[src/rtl/pogc_regs.svh]
// Register indices, field positions, reset values and timing counts
// for the pixel offset and gain correction block.
// Assumes the includer maps each register index to byte address index*4.
`ifndef POGC_REGS_SVH
`define POGC_REGS_SVH

// Register indices; the byte address is four times the index.
`define POGC_IDX_W 10
`define POGC_IDX_RSVD_FIRST 10'h05B
`define POGC_IDX_CODE_HIGH 10'h05C
`define POGC_IDX_CODE_LOW 10'h05D
`define POGC_IDX_TEST_CTRL 10'h05E
`define POGC_IDX_RSVD_LAST 10'h07F
`define POGC_IDX_CONFIG 10'h010
`define POGC_IDX_STATUS 10'h011

// Field positions.
`define POGC_TEST_SEL_BIT 5
`define POGC_TEST_STROBE_BIT 7
`define POGC_CFG_SPLIT_BIT 0
`define POGC_STAT_BUSY_BIT 16

// Reset values.
`define POGC_TEST_CTRL_RST 8'h00
`define POGC_CODE_HIGH_RST 4'h0
`define POGC_CODE_LOW_RST 8'h00
`define POGC_SPLIT_RST 1'b0

// Datapath limits and bus answers.
`define POGC_SAT_MAX 10'h3FF
`define POGC_RESP_OKAY 2'b00
`define POGC_RESP_DECERR 2'b11

// Timing: clock period, top pixel rate and cycles per pixel (rounded down).
`define POGC_CLK_NS 25
`define POGC_PIX_MHZ 6
`define POGC_PIX_CYC ((1000 / `POGC_PIX_MHZ) / `POGC_CLK_NS)

`endif

[src/rtl/pogc_pkg.sv]
// Types of the pixel offset and gain correction block.
// Assumes nothing beyond a SystemVerilog compiler.
package pogc_pkg;

    // Pixel sequence, Gray coded along its only path except the return from ST_CALC to ST_IDLE.
    typedef enum logic [2:0] {
        ST_IDLE = 3'b000,
        ST_FETCH_LO = 3'b001,
        ST_WAIT = 3'b011,
        ST_TAKE_HI = 3'b010,
        ST_TAKE_LO = 3'b110,
        ST_CALC = 3'b111
    } pogc_state_t;

    // Corrected pixel towards the next stage.
    typedef struct packed {
        logic valid;
        logic [9:0] data;
    } pogc_pix_t;

    // Coefficient memory read port.
    typedef struct packed {
        logic [17:0] addr;
        logic oe_n;
    } pogc_sram_t;

    // All state of the core.
    typedef struct packed {
        pogc_state_t state;
        logic [11:0] adc_s1;
        logic [11:0] adc_s2;
        logic stb_s1;
        logic stb_s2;
        logic stb_d;
        logic line_s1;
        logic line_s2;
        logic line_d;
        logic [7:0] dat_s1;
        logic [7:0] dat_s2;
        logic [16:0] pix_idx;
        logic [9:0] code10;
        logic [7:0] off;
        logic [9:0] gain;
        logic [7:0] coef_hi;
        pogc_sram_t sram;
        pogc_pix_t pix;
        logic test_pin;
        logic [3:0] code_high;
        logic [7:0] code_low;
        logic [7:0] test_ctrl;
        logic split8;
        logic aw_held;
        logic [11:0] awaddr;
        logic awready;
        logic w_held;
        logic [7:0] wdata;
        logic wlane0;
        logic wready;
        logic bvalid;
        logic [1:0] bresp;
        logic arready;
        logic rvalid;
        logic [31:0] rdata;
        logic [1:0] rresp;
    } pogc_st_t;

endpackage

[src/rtl/pogc_core.sv]
// Pixel offset and gain correction core with its AXI4-Lite register slave.
// Assumes the converter code, sample strobe, line start and memory data
// arrive from pins, and a zero-wait asynchronous coefficient memory.
//
// What this block does
// - Two coefficient bytes per pixel, split 6/10 or, by config bit, 8/8.
// - Subtract offset from converter code bits 11..2; bits 1..0 unused.
// - Offset larger than code gives zero, never a wrapped value.
// - Both coefficient bytes are read from memory for every pixel.
// - Subtractor result is multiplied by the 10-bit or 8-bit gain.
// - An 8-bit gain forms the top of a 10-bit gain, low bits zero.
// - Products above 1023 are replaced by 1023.
// - One 12-bit sample per pixel is handled at up to 6 MHz.
// - Forced code: high register low nibble on top, low register below.
// - Test bit 5 picks live code (0) or forced code (1).
// - Test bit 7 drives the sample strobe onto the test pin.
//
// The AXI4-Lite interface to the registers is this design's own decision.
`timescale 1ns/1ps

`include "pogc_regs.svh"

module pogc_core (
    input wire logic aclk,
    input wire logic aresetn,
    input wire logic [11:0] awaddr,
    input wire logic awvalid,
    output logic awready,
    input wire logic [31:0] wdata,
    input wire logic [3:0] wstrb,
    input wire logic wvalid,
    output logic wready,
    output logic [1:0] bresp,
    output logic bvalid,
    input wire logic bready,
    input wire logic [11:0] araddr,
    input wire logic arvalid,
    output logic arready,
    output logic [31:0] rdata,
    output logic [1:0] rresp,
    output logic rvalid,
    input wire logic rready,
    input wire logic [11:0] adc_code,
    input wire logic sample_strobe,
    input wire logic line_start,
    input wire logic [7:0] sram_data,
    output pogc_pkg::pogc_sram_t sram,
    output pogc_pkg::pogc_pix_t pix_out,
    output logic test_pin
);

    localparam int PIX_CYC = `POGC_PIX_CYC;

    pogc_pkg::pogc_st_t st;
    pogc_pkg::pogc_st_t nx;
    logic accept;
    logic [11:0] sel_code;
    logic [9:0] diff;
    logic [19:0] product;
    logic [15:0] word;

    ////////////////////////////////////////////////////////////////////////
    // Datapath terms shared by the sequencer and the checks.
    always_comb begin
        accept = (st.state == pogc_pkg::ST_IDLE) && st.stb_s2 && !st.stb_d;
        sel_code = st.test_ctrl[`POGC_TEST_SEL_BIT] ?
            {st.code_high, st.code_low} : st.adc_s2;
        diff = (st.code10 > {2'b00, st.off}) ?
            st.code10 - {2'b00, st.off} : 10'h000;
        product = diff * st.gain;
        word = {st.coef_hi, st.dat_s2};
    end

    ////////////////////////////////////////////////////////////////////////
    // Next state: synchronisers, pixel sequence and register slave.
    // The pixel sequence takes six cycles, so a 40 MHz clock keeps up with
    // a 6 MHz pixel rate; strobes closer than that are not queued.
    always_comb begin
        nx = st;
        // The converter code passes the same two flops as the strobe, so the code
        // taken at the strobe edge is the one the source held beside it. A source
        // that changes the code within two clocks of its strobe edge is not supported.
        nx.adc_s1 = adc_code;
        nx.adc_s2 = st.adc_s1;
        nx.stb_s1 = sample_strobe;
        nx.stb_s2 = st.stb_s1;
        nx.stb_d = st.stb_s2;
        nx.line_s1 = line_start;
        nx.line_s2 = st.line_s1;
        nx.line_d = st.line_s2;
        nx.dat_s1 = sram_data;
        nx.dat_s2 = st.dat_s1;
        nx.pix.valid = 1'b0;
        nx.test_pin = st.test_ctrl[`POGC_TEST_STROBE_BIT] && st.stb_s2;

        case (st.state)
            pogc_pkg::ST_IDLE: begin
                if (accept) begin
                    nx.code10 = sel_code[11:2];
                    nx.sram.addr = {st.pix_idx, 1'b0};
                    nx.sram.oe_n = 1'b0;
                    nx.state = pogc_pkg::ST_FETCH_LO;
                end
            end
            pogc_pkg::ST_FETCH_LO: begin
                nx.sram.addr = {st.pix_idx, 1'b1};
                nx.state = pogc_pkg::ST_WAIT;
            end
            pogc_pkg::ST_WAIT: begin
                nx.state = pogc_pkg::ST_TAKE_HI;
            end
            pogc_pkg::ST_TAKE_HI: begin
                nx.coef_hi = st.dat_s2;
                nx.state = pogc_pkg::ST_TAKE_LO;
            end
            pogc_pkg::ST_TAKE_LO: begin
                nx.sram.oe_n = 1'b1;
                if (st.split8) begin
                    nx.off = word[15:8];
                    nx.gain = {word[7:0], 2'b00};
                end else begin
                    nx.off = {2'b00, word[15:10]};
                    nx.gain = word[9:0];
                end
                nx.state = pogc_pkg::ST_CALC;
            end
            pogc_pkg::ST_CALC: begin
                nx.pix.valid = 1'b1;
                nx.pix.data = (product > {10'h000, `POGC_SAT_MAX}) ?
                    `POGC_SAT_MAX : product[9:0];
                nx.pix_idx = st.pix_idx + 17'h00001;
                nx.state = pogc_pkg::ST_IDLE;
            end
            default: begin
                nx.state = pogc_pkg::ST_IDLE;
            end
        endcase

        // A new line restarts the coefficient walk at pixel zero.
        if (st.line_s2 && !st.line_d) begin
            nx.pix_idx = 17'h00000;
        end

        // Write address and data are taken independently, then committed.
        nx.awready = awvalid && !st.aw_held && !st.awready && !st.bvalid;
        if (awvalid && st.awready) begin
            nx.aw_held = 1'b1;
            nx.awaddr = awaddr;
        end
        nx.wready = wvalid && !st.w_held && !st.wready && !st.bvalid;
        if (wvalid && st.wready) begin
            nx.w_held = 1'b1;
            nx.wdata = wdata[7:0];
            nx.wlane0 = wstrb[0];
        end
        if (st.bvalid && bready) begin
            nx.bvalid = 1'b0;
        end
        if (st.aw_held && st.w_held && !st.bvalid) begin
            nx.aw_held = 1'b0;
            nx.w_held = 1'b0;
            nx.bvalid = 1'b1;
            nx.bresp = wr_resp(st.awaddr[11:2]);
            if (st.wlane0) begin
                case (st.awaddr[11:2])
                    `POGC_IDX_CODE_HIGH: nx.code_high = st.wdata[3:0];
                    `POGC_IDX_CODE_LOW: nx.code_low = st.wdata;
                    `POGC_IDX_TEST_CTRL: nx.test_ctrl = st.wdata;
                    `POGC_IDX_CONFIG: nx.split8 = st.wdata[`POGC_CFG_SPLIT_BIT];
                    default: begin
                    end
                endcase
            end
        end

        // Reads answer one cycle after the address is taken.
        nx.arready = arvalid && !st.arready && !st.rvalid;
        if (st.rvalid && rready) begin
            nx.rvalid = 1'b0;
        end
        if (arvalid && st.arready) begin
            nx.rvalid = 1'b1;
            nx.rresp = wr_resp(araddr[11:2]);
            nx.rdata = rd_word(araddr[11:2]);
        end
    end

    ////////////////////////////////////////////////////////////////////////
    // Register map helpers. Reserved test registers read zero and take
    // writes without effect, so software that clears them sees OKAY.
    function automatic logic [1:0] wr_resp(input logic [`POGC_IDX_W-1:0] idx);
        logic hit;
        hit = (idx >= `POGC_IDX_RSVD_FIRST && idx <= `POGC_IDX_RSVD_LAST) ||
            idx == `POGC_IDX_CONFIG || idx == `POGC_IDX_STATUS;
        return hit ? `POGC_RESP_OKAY : `POGC_RESP_DECERR;
    endfunction

    function automatic logic [31:0] rd_word(input logic [`POGC_IDX_W-1:0] idx);
        logic [31:0] val;
        val = 32'h00000000;
        case (idx)
            `POGC_IDX_CODE_HIGH: val[3:0] = st.code_high;
            `POGC_IDX_CODE_LOW: val[7:0] = st.code_low;
            `POGC_IDX_TEST_CTRL: val[7:0] = st.test_ctrl;
            `POGC_IDX_CONFIG: val[`POGC_CFG_SPLIT_BIT] = st.split8;
            `POGC_IDX_STATUS: begin
                val[9:0] = st.pix.data;
                val[`POGC_STAT_BUSY_BIT] = (st.state != pogc_pkg::ST_IDLE);
            end
            default: val = 32'h00000000;
        endcase
        return val;
    endfunction

    ////////////////////////////////////////////////////////////////////////
    // State register; reset only loads constants.
    always_ff @(posedge aclk) begin
        if (!aresetn) begin
            st <= '0;
            st.state <= pogc_pkg::ST_IDLE;
            st.sram.oe_n <= 1'b1;
            st.test_ctrl <= `POGC_TEST_CTRL_RST;
            st.code_high <= `POGC_CODE_HIGH_RST;
            st.code_low <= `POGC_CODE_LOW_RST;
            st.split8 <= `POGC_SPLIT_RST;
        end else begin
            st <= nx;
        end
    end

    ////////////////////////////////////////////////////////////////////////
    // Outputs come straight from the state register.
    assign awready = st.awready;
    assign wready = st.wready;
    assign bresp = st.bresp;
    assign bvalid = st.bvalid;
    assign arready = st.arready;
    assign rdata = st.rdata;
    assign rresp = st.rresp;
    assign rvalid = st.rvalid;
    assign sram = st.sram;
    assign pix_out = st.pix;
    assign test_pin = st.test_pin;
endmodule

[config.mk]
export PLATFORM = sky130hd
export DESIGN_NAME = pogc_core
export DESIGN_NICKNAME = d
export VERILOG_FILES = /design/src/rtl/pogc_pkg.sv /design/src/rtl/pogc_core.sv
export VERILOG_INCLUDE_DIRS = /design/src /design/src/rtl
export SDC_FILE = /design/constraint.sdc
export NUM_CORES = 1
export LEC_CHECK = 0
export ABC_CLOCK_PERIOD_IN_PS = 9680
export BUFFER_PORTS_ARGS = -buffer_cell sky130_fd_sc_hd__buf_2
export CORE_MARGIN = 3
export CORE_UTILIZATION = 50
export DETAILED_ROUTE_END_ITERATION = 10
export PLACE_DENSITY = 0.78
export SYNTH_ARGS = -nofsm -noshare
export SYNTH_HDL_FRONTEND = slang
export SYNTH_SLANG_ARGS = --single-unit
[constraint.sdc]
create_clock -name aclk -period 9.68 [get_ports aclk]
set_input_delay 2.904 -clock aclk [delete_from_list [all_inputs] [get_ports aclk]]
set_output_delay 2.904 -clock aclk [all_outputs]
set_load 0.01 [all_outputs]
==> results_dict.tcl, run 1 <==
set metrics [dict create \
    status "finished, final reports clean" \
    area_growth_pct 7.24 \
    vias 8608 \
    cts_tree "yes" \
    port_buffers 106 \
    fin_nets 1515 \
    path_max_fanout 10 \
    layout_setup_ws_ns 1.91 \
    pre_cts_ws_ns 1.99 \
    finClkSkew_ns 0.0138 \
    synth-seq-cells 189 \
    min_period_ns 7.77 \
    path_clk_slew_ns 0.07 \
    startpoint_type "register" \
    die_w_um 159 \
    post-route-util_pct 54.9 \
    required_ns 9.93 \
    grt_max_degree 134 \
    synth_edf_count 0 \
    vdd_ir_drop_max_mv 0.106 \
    synthFlopType "dfxtp_1" \
    detail_route.iter0.violations 546 \
    finalPower_uw 1640 \
    cts_resized 0 \
    viasPerCell 5.30 \
    tns_ns 0 \
    n_fill_cell 2018 \
    cts_sinks 189 \
    power_leakage_uw 0.00594 \
    antenna_found_initial 0 \
    slew_violations 0 \
    fin_area_mm2 0.0125 \
    rows 55 \
    hp-class "register to register" \
    synth_top_area_share_pct 32.4 \
    powerDensity_mw_per_mm2 131 \
    ant_nets 0 \
    root_buffer "clkbuf_16" \
    insertedDiodeCount 0 \
    synth_cell_types 74 \
    yosys.area.top_type "dfxtp_1" \
    grt_overflow_total 0 \
    grt_pass1_vias 8310 \
    numCtsBuffers 17 \
    worstSetupPathType "register to register" \
    drc 0 \
    avgSynthCellArea_um2 9.08 \
    final_layout_size_suffix_gt1_share_pct 12.4 \
    clkLatencyLatePin_ns 0.44 \
    async_flop_share_pct 0 \
    fmax_ghz 0.129 \
    drt_first_pass_iters 5 \
    cts_buffer_depth 2 \
    place_area_mm2 0.0119 \
    cts-hold-fix-buffers 0 \
    grt_pass1_wl_um 41000 \
    die_y_um 159 \
    end_kind "register" \
    initial_core_util_pct 51.2 \
    dieArea_mm2 0.0252 \
    h-tree-depth 4 \
    crit_arrival_ns 8.03 \
    layout_common_cells "dfxtp_1 (189), nand2_1 (171), buf_2 (105), inv_1 (76), and2_1 (71)" \
    gp_congestion 0.856 \
    mappedNetlistArea_mm2 0.0117 \
    finalSetupViolCount 0 \
    max_slew_margin_pct 15.3 \
    ys_seq_area_share_pct 32.4 \
    core-area_mm2 0.0228 \
    synth.area.top_cells "dfxtp_1 (32%), fa_1 (11%), ha_1 (6.9%)" \
    place_hpwl_um 17800 \
    grt_setup_unrepaired "no" \
    worst_pin_slew_ns 1.26 \
    wl_per_cell_um 14.9 \
    drt-total-wl_um 24300 \
    final_common_cell "dfxtp_1" \
    cap_violations 0 \
    ys_warn_count 0 \
    min_period_over_period_pct 80.3 \
    floorplan.io_pins 161 \
    grt_use_total_pct 19.3 \
    synth_cells 1286 \
    finalHoldViolCount 0 \
    cts_setup_buffers 0 \
]
-- flip-flops by register name (all words and copies together), names as in the netlist --
| register | cells |
|---|---|
| st | 118 |
| nx | 22 |
| sram | 19 |
| pix_out | 11 |
| rdata | 11 |
| arready | 1 |
| awready | 1 |
| bresp | 1 |
| bvalid | 1 |
| rresp | 1 |
| rvalid | 1 |
| test_pin | 1 |
| wready | 1 |
-- report_power, final --
| part | switching (uW) | internal [uW] | leakage (uW) |
|---|---|---|---|
| logic | 96.5 | 48.1 | 0.00412 |
| clock network | 324 | 368 | 0.000286 |
| registers | 11.4 | 793 | 0.00153 |
-- stage by stage --
stage	hold WS, ns	instances
final	0.434	1625
after detailed placement	0.418	1593
after floorplan	0.412	1306
after global placement	0.417	1593
after global routing	0.456	1625
after CTS	0.436	1625
-- cell usage after synthesis, types with 3 or more instances --
cell type,number
a21boi_0,42
a21boi_1,11
a21o_1,7
a21oi_1,33
a222oi_1,4
a22oi_1,4
a31oi_1,12
and2_1,71
and3_1,43
and4_1,3
buf_1,3
buf_2,6
buf_4,70
clkbuf_1,56
dfxtp_1,189
fa_1,63
ha_1,64
inv_1,76
mux2_2,3
mux2i_1,53
nand2_1,171
nand2b_1,13
nand3_1,27
nand3b_1,8
nand4_1,5
nor2_1,41
nor2b_1,40
nor3_1,16
nor4_1,3
nor4b_1,3
o211a_1,26
o211ai_1,7
o21a_1,8
o21ai_0,28
o21ai_1,3
or3_1,5
xnor2_1,10
xor2_1,18
-- final cells by class --
type                       instances  area, um^2  share of cell area [%]
multi-input combinational        905        6900                    55.1
sequential                       189        3780                    30.2
timing repair buffer             110         563                    4.50
clock buffer                      18         429                    3.43
tap                              313         392                    3.13
inverter                          76         285                    2.28
clock inverter                    14         168                    1.34
-- routing by layer --
layer / vias to the layer above / wire length (um) / global-route usage (%) / part of all wire, %
met5: - / 0 / 0 / 0
met4: 0 / 441 / 5.57 / 1.8
met3: 34 / 1260 / 3.60 / 5.2
met2: 221 / 11300 / 31.0 / 47
met1: 4089 / 11300 / 26.6 / 46
li1: 4264 / - / - / -
-- kinds of logic (layout without fill, tap and decap cells) --
family          count (synthesis)  after routing  synth area share [%]
other cells                     1             21                0.0321
simple gates                  465            465                  20.9
mux                            56             56                  4.83
buf+inv                       212            218                  9.20
compound gates                207            207                  12.8
xor+xnor                       29             29                  2.24
fa+ha+maj                     127            127                  17.7
flops                         189            189                  32.4
-- path summary, 6_finish.rpt --
path | from | to | slack, ns | depth (start not counted)
worst min register to register | nx[195] | st[195] | 0.43 | 1
worst min-delay path | nx[195] | st[195] | 0.43 | 1
worst max register to register | st[134] | pix_out[0] | 1.91 | 23
worst max-delay path | st[134] | pix_out[0] | 1.91 | 23
-- critical path, cell delays in order, from the launching register on --
cell,delay [ns]
dfxtp_1,0.36
ha_1,0.18
inv_1,0.05
fa_1,0.40
a21o_1,0.20
a21oi_1,0.27
o221ai_1,0.24
a21oi_1,0.93
nand2b_1,0.23
fa_1,0.41
inv_1,0.09
fa_1,0.44
fa_1,0.48
fa_1,0.54
inv_1,0.05
fa_1,0.52
inv_1,0.04
ha_1,0.41
a21o_1,0.24
a31o_1,0.23
nor3_1,0.21
nor3_1,0.10
xnor2_1,0.76
a31oi_1,0.19
(Power assumes the default switching activity.)
==> inputs of run 2 (changes only) <==
--- a/config.mk
+++ b/config.mk
@@ -6,12 +6,13 @@
 export SDC_FILE = /design/constraint.sdc
 export NUM_CORES = 1
 export LEC_CHECK = 0
-export ABC_CLOCK_PERIOD_IN_PS = 9680
+export ABC_AREA = 1
+export ABC_CLOCK_PERIOD_IN_PS = 6400
 export BUFFER_PORTS_ARGS = -buffer_cell sky130_fd_sc_hd__buf_2
 export CORE_MARGIN = 3
 export CORE_UTILIZATION = 50
 export DETAILED_ROUTE_END_ITERATION = 10
-export PLACE_DENSITY = 0.78
+export PLACE_DENSITY = 0.81
 export SYNTH_ARGS = -nofsm -noshare
 export SYNTH_HDL_FRONTEND = slang
 export SYNTH_SLANG_ARGS = --single-unit
==> constraint.sdc (replaced) <==
create_clock -name aclk -period 6.4 [get_ports aclk]
set_input_delay 1.92 -clock aclk [delete_from_list [all_inputs] [get_ports aclk]]
set_output_delay 1.92 -clock aclk [all_outputs]
set_load 0.01 [all_outputs]
==> results_dict.tcl, run 2 <==
set metrics [dict create \
    status "finished, final reports clean" \
    top_register "st" \
    synth_cells 1528 \
    place_area_mm2 0.0121 \
    numCtsBuffers 17 \
    mappedNetlistArea_mm2 0.0115 \
    grt_use_total_pct 22.0 \
    wl_met2_um 14200 \
    worstSetupPathType "register to register" \
    cpPeakStageDelay_ns 0.59 \
    startpoint_type "register" \
    synth_most_common_cell "nand2_1" \
    grt_pass1_wl_um 44500 \
    cap_violations 0 \
    n_fill_cell 1957 \
    ys_warn_count 0 \
    grt_max_degree 90 \
    cts_sinks 189 \
    crit_top_cell "nor2_4" \
    clkLatencyLatePin_ns 0.43 \
    finalSetupViolCount 0 \
    gp_congestion 0.987 \
    place_hpwl_um 20700 \
    die_w_um 158 \
    synth_edf_count 0 \
    avgSynthCellArea_um2 7.52 \
    synth.area.top_cells "dfxtp_1 (33%), fa_1 (11%), nand2_1 (9.2%)" \
    grt_pass1_vias 9545 \
    detail_route.iter0.violations 796 \
    synth-seq-cells 189 \
    antenna_found_initial 0 \
    dieArea_mm2 0.0248 \
    final_common_cell "nand2_1" \
    synthFlopType "dfxtp_1" \
    ys_top_cells_by_count "nand2_1 (281), inv_1 (264), dfxtp_1 (189)" \
    fin_nets 1829 \
    root_buffer "clkbuf_16" \
    tns_ns 0 \
    end_kind "register" \
    power_leakage_uw 0.00643 \
    pre_cts_ws_ns -0.137 \
    met3WireLength_um 2120 \
    finalHoldViolCount 0 \
    min_period_ns 6.39 \
    path_max_fanout 5 \
    ys_seq_area_share_pct 32.9 \
    wl_per_cell_um 15.0 \
    die_y_um 158 \
    cpMaxStageDelayCell "fa_1" \
    required_ns 6.71 \
    path_clk_slew_ns 0.07 \
    layout_common_cells "nand2_1 (261), inv_1 (253), dfxtp_1 (187), nor2_1 (126), o21ai_0 (108)" \
    fin_area_mm2 0.0132 \
    grt_setup_unrepaired "yes" \
    h-tree-depth 4 \
    initial_core_util_pct 51.7 \
    cts-hold-fix-buffers 0 \
    post-route-util_pct 59.5 \
    synth_cell_types 44 \
    fmax_ghz 0.157 \
    vias 9998 \
    area_growth_pct 15.1 \
    drt-total-wl_um 28600 \
    port_buffers 106 \
    rows 54 \
    max_slew_margin_pct 42.8 \
    insertedDiodeCount 0 \
    core-area_mm2 0.0222 \
    fin_cells 1906 \
    cts_tree "yes" \
    min_period_over_period_pct 99.8 \
    largest_reg_flops 118 \
    worst_pin_slew_ns 0.856 \
    highest_layer "met4" \
    powerDensity_mw_per_mm2 194 \
    viasPerCell 5.25 \
    ant_nets 0 \
    crit_arrival_ns 6.69 \
    async_flop_share_pct 0 \
    dp_cells 1865 \
    slew_violations 0 \
    hp-class "register to register" \
    yosys.area.top_type "dfxtp_1" \
    drc 0 \
    drt_first_pass_iters 6 \
    met1_length_um 11600 \
    layout_setup_ws_ns 0.0113 \
    cts_buffer_depth 2 \
    vdd_ir_drop_max_mv 0.241 \
    finClkSkew_ns 0.00826 \
    synth_top_area_share_pct 32.9 \
    final_layout_size_suffix_gt1_share_pct 19.2 \
    floorplan.io_pins 161 \
    grt_overflow_total 0 \
]
==> run 2: changes by cell type after synthesis, sizes merged, moves of 26 or more <==
cell    change
a21boi     -54
a21oi      +84
and2       -68
and3       -44
inv       +195
mux2i      -53
nand2     +113
nor2      +112
nor2b      -40
o211a      -26
o21ai      +78
==> run 2: final cells by class <==
class | count | area, um^2 | share of cell area (%)
multi-input cells | 982 | 6600 | 50.0
flip-flops and latches | 189 | 3790 | 28.6
inverters | 271 | 1030 | 7.76
repair buffers | 152 | 893 | 6.76
clock buffers | 20 | 457 | 3.45
well taps | 280 | 350 | 2.65
clock inverters | 12 | 104 | 0.786
==> run 2: stage by stage <==
stage	power (uW)	hold WS (ns)
global placement	1560	0.395
CTS	2560	0.412
finish	2570	0.412
global route	2660	0.433
detailed placement	1570	0.398
floorplan	1470	0.390
==> run 2: routing by layer <==
| layer | vias up | global-route usage (%) |
|---|---|---|
| met3 | 38 | 3.85 |
| met5 | - | 0 |
| met4 | 0 | 7.23 |
| met2 | 382 | 37.8 |
| li1 | 4928 | - |
| met1 | 4650 | 28.3 |
==> run 2: where the power goes <==
part	leakage, uW	internal (uW)	switching (uW)
Sequential	0.00154	1220	22.1
Clock	0.000272	529	463
Combinational	0.00461	128	208
==> run 2: repair_timing <==
action                                  in CTS  in global routing
cloned                                       1                  0
endpoints found under the setup margin      10                 10
pin swaps                                    5                 69
resized for setup                           14                112
buffers inserted                             1                  7
==> run 2: kinds of logic (layout without fill, tap and decap cells) <==
kind of cell	count (synthesis)	count (layout)	synth area share, %
flops	189	189	32.9
buf+inv	378	455	14.6
simple gates	538	539	20.3
fa+ha+maj	127	127	17.9
xor+xnor	14	14	1.07
compound gates	281	281	13.1
other cells	1	21	0.0326
==> run 2: path summary, 6_finish.rpt <==
check	end	startpoint	slack, ns	cells past startpoint
setup / recovery	pix_out[7]	st[142]	0.01	33
hold / removal	st[175]	nx[175]	0.41	2
setup reg to reg	pix_out[7]	st[142]	0.01	33
hold reg to reg	st[175]	nx[175]	0.41	2
==> run 2: worst max-delay path, delay by kind of cell (launching register included) <==
family / cells / cell delay [ns]
buffers and inverters: 6 / 0.59
adders and majority gates: 8 / 3.08
DFF: 1 / 0.33
xor gates and xnor gates: 1 / 0.16
and+or+nand+nor: 15 / 1.74
AOI/OAI and AO/OA: 3 / 0.36
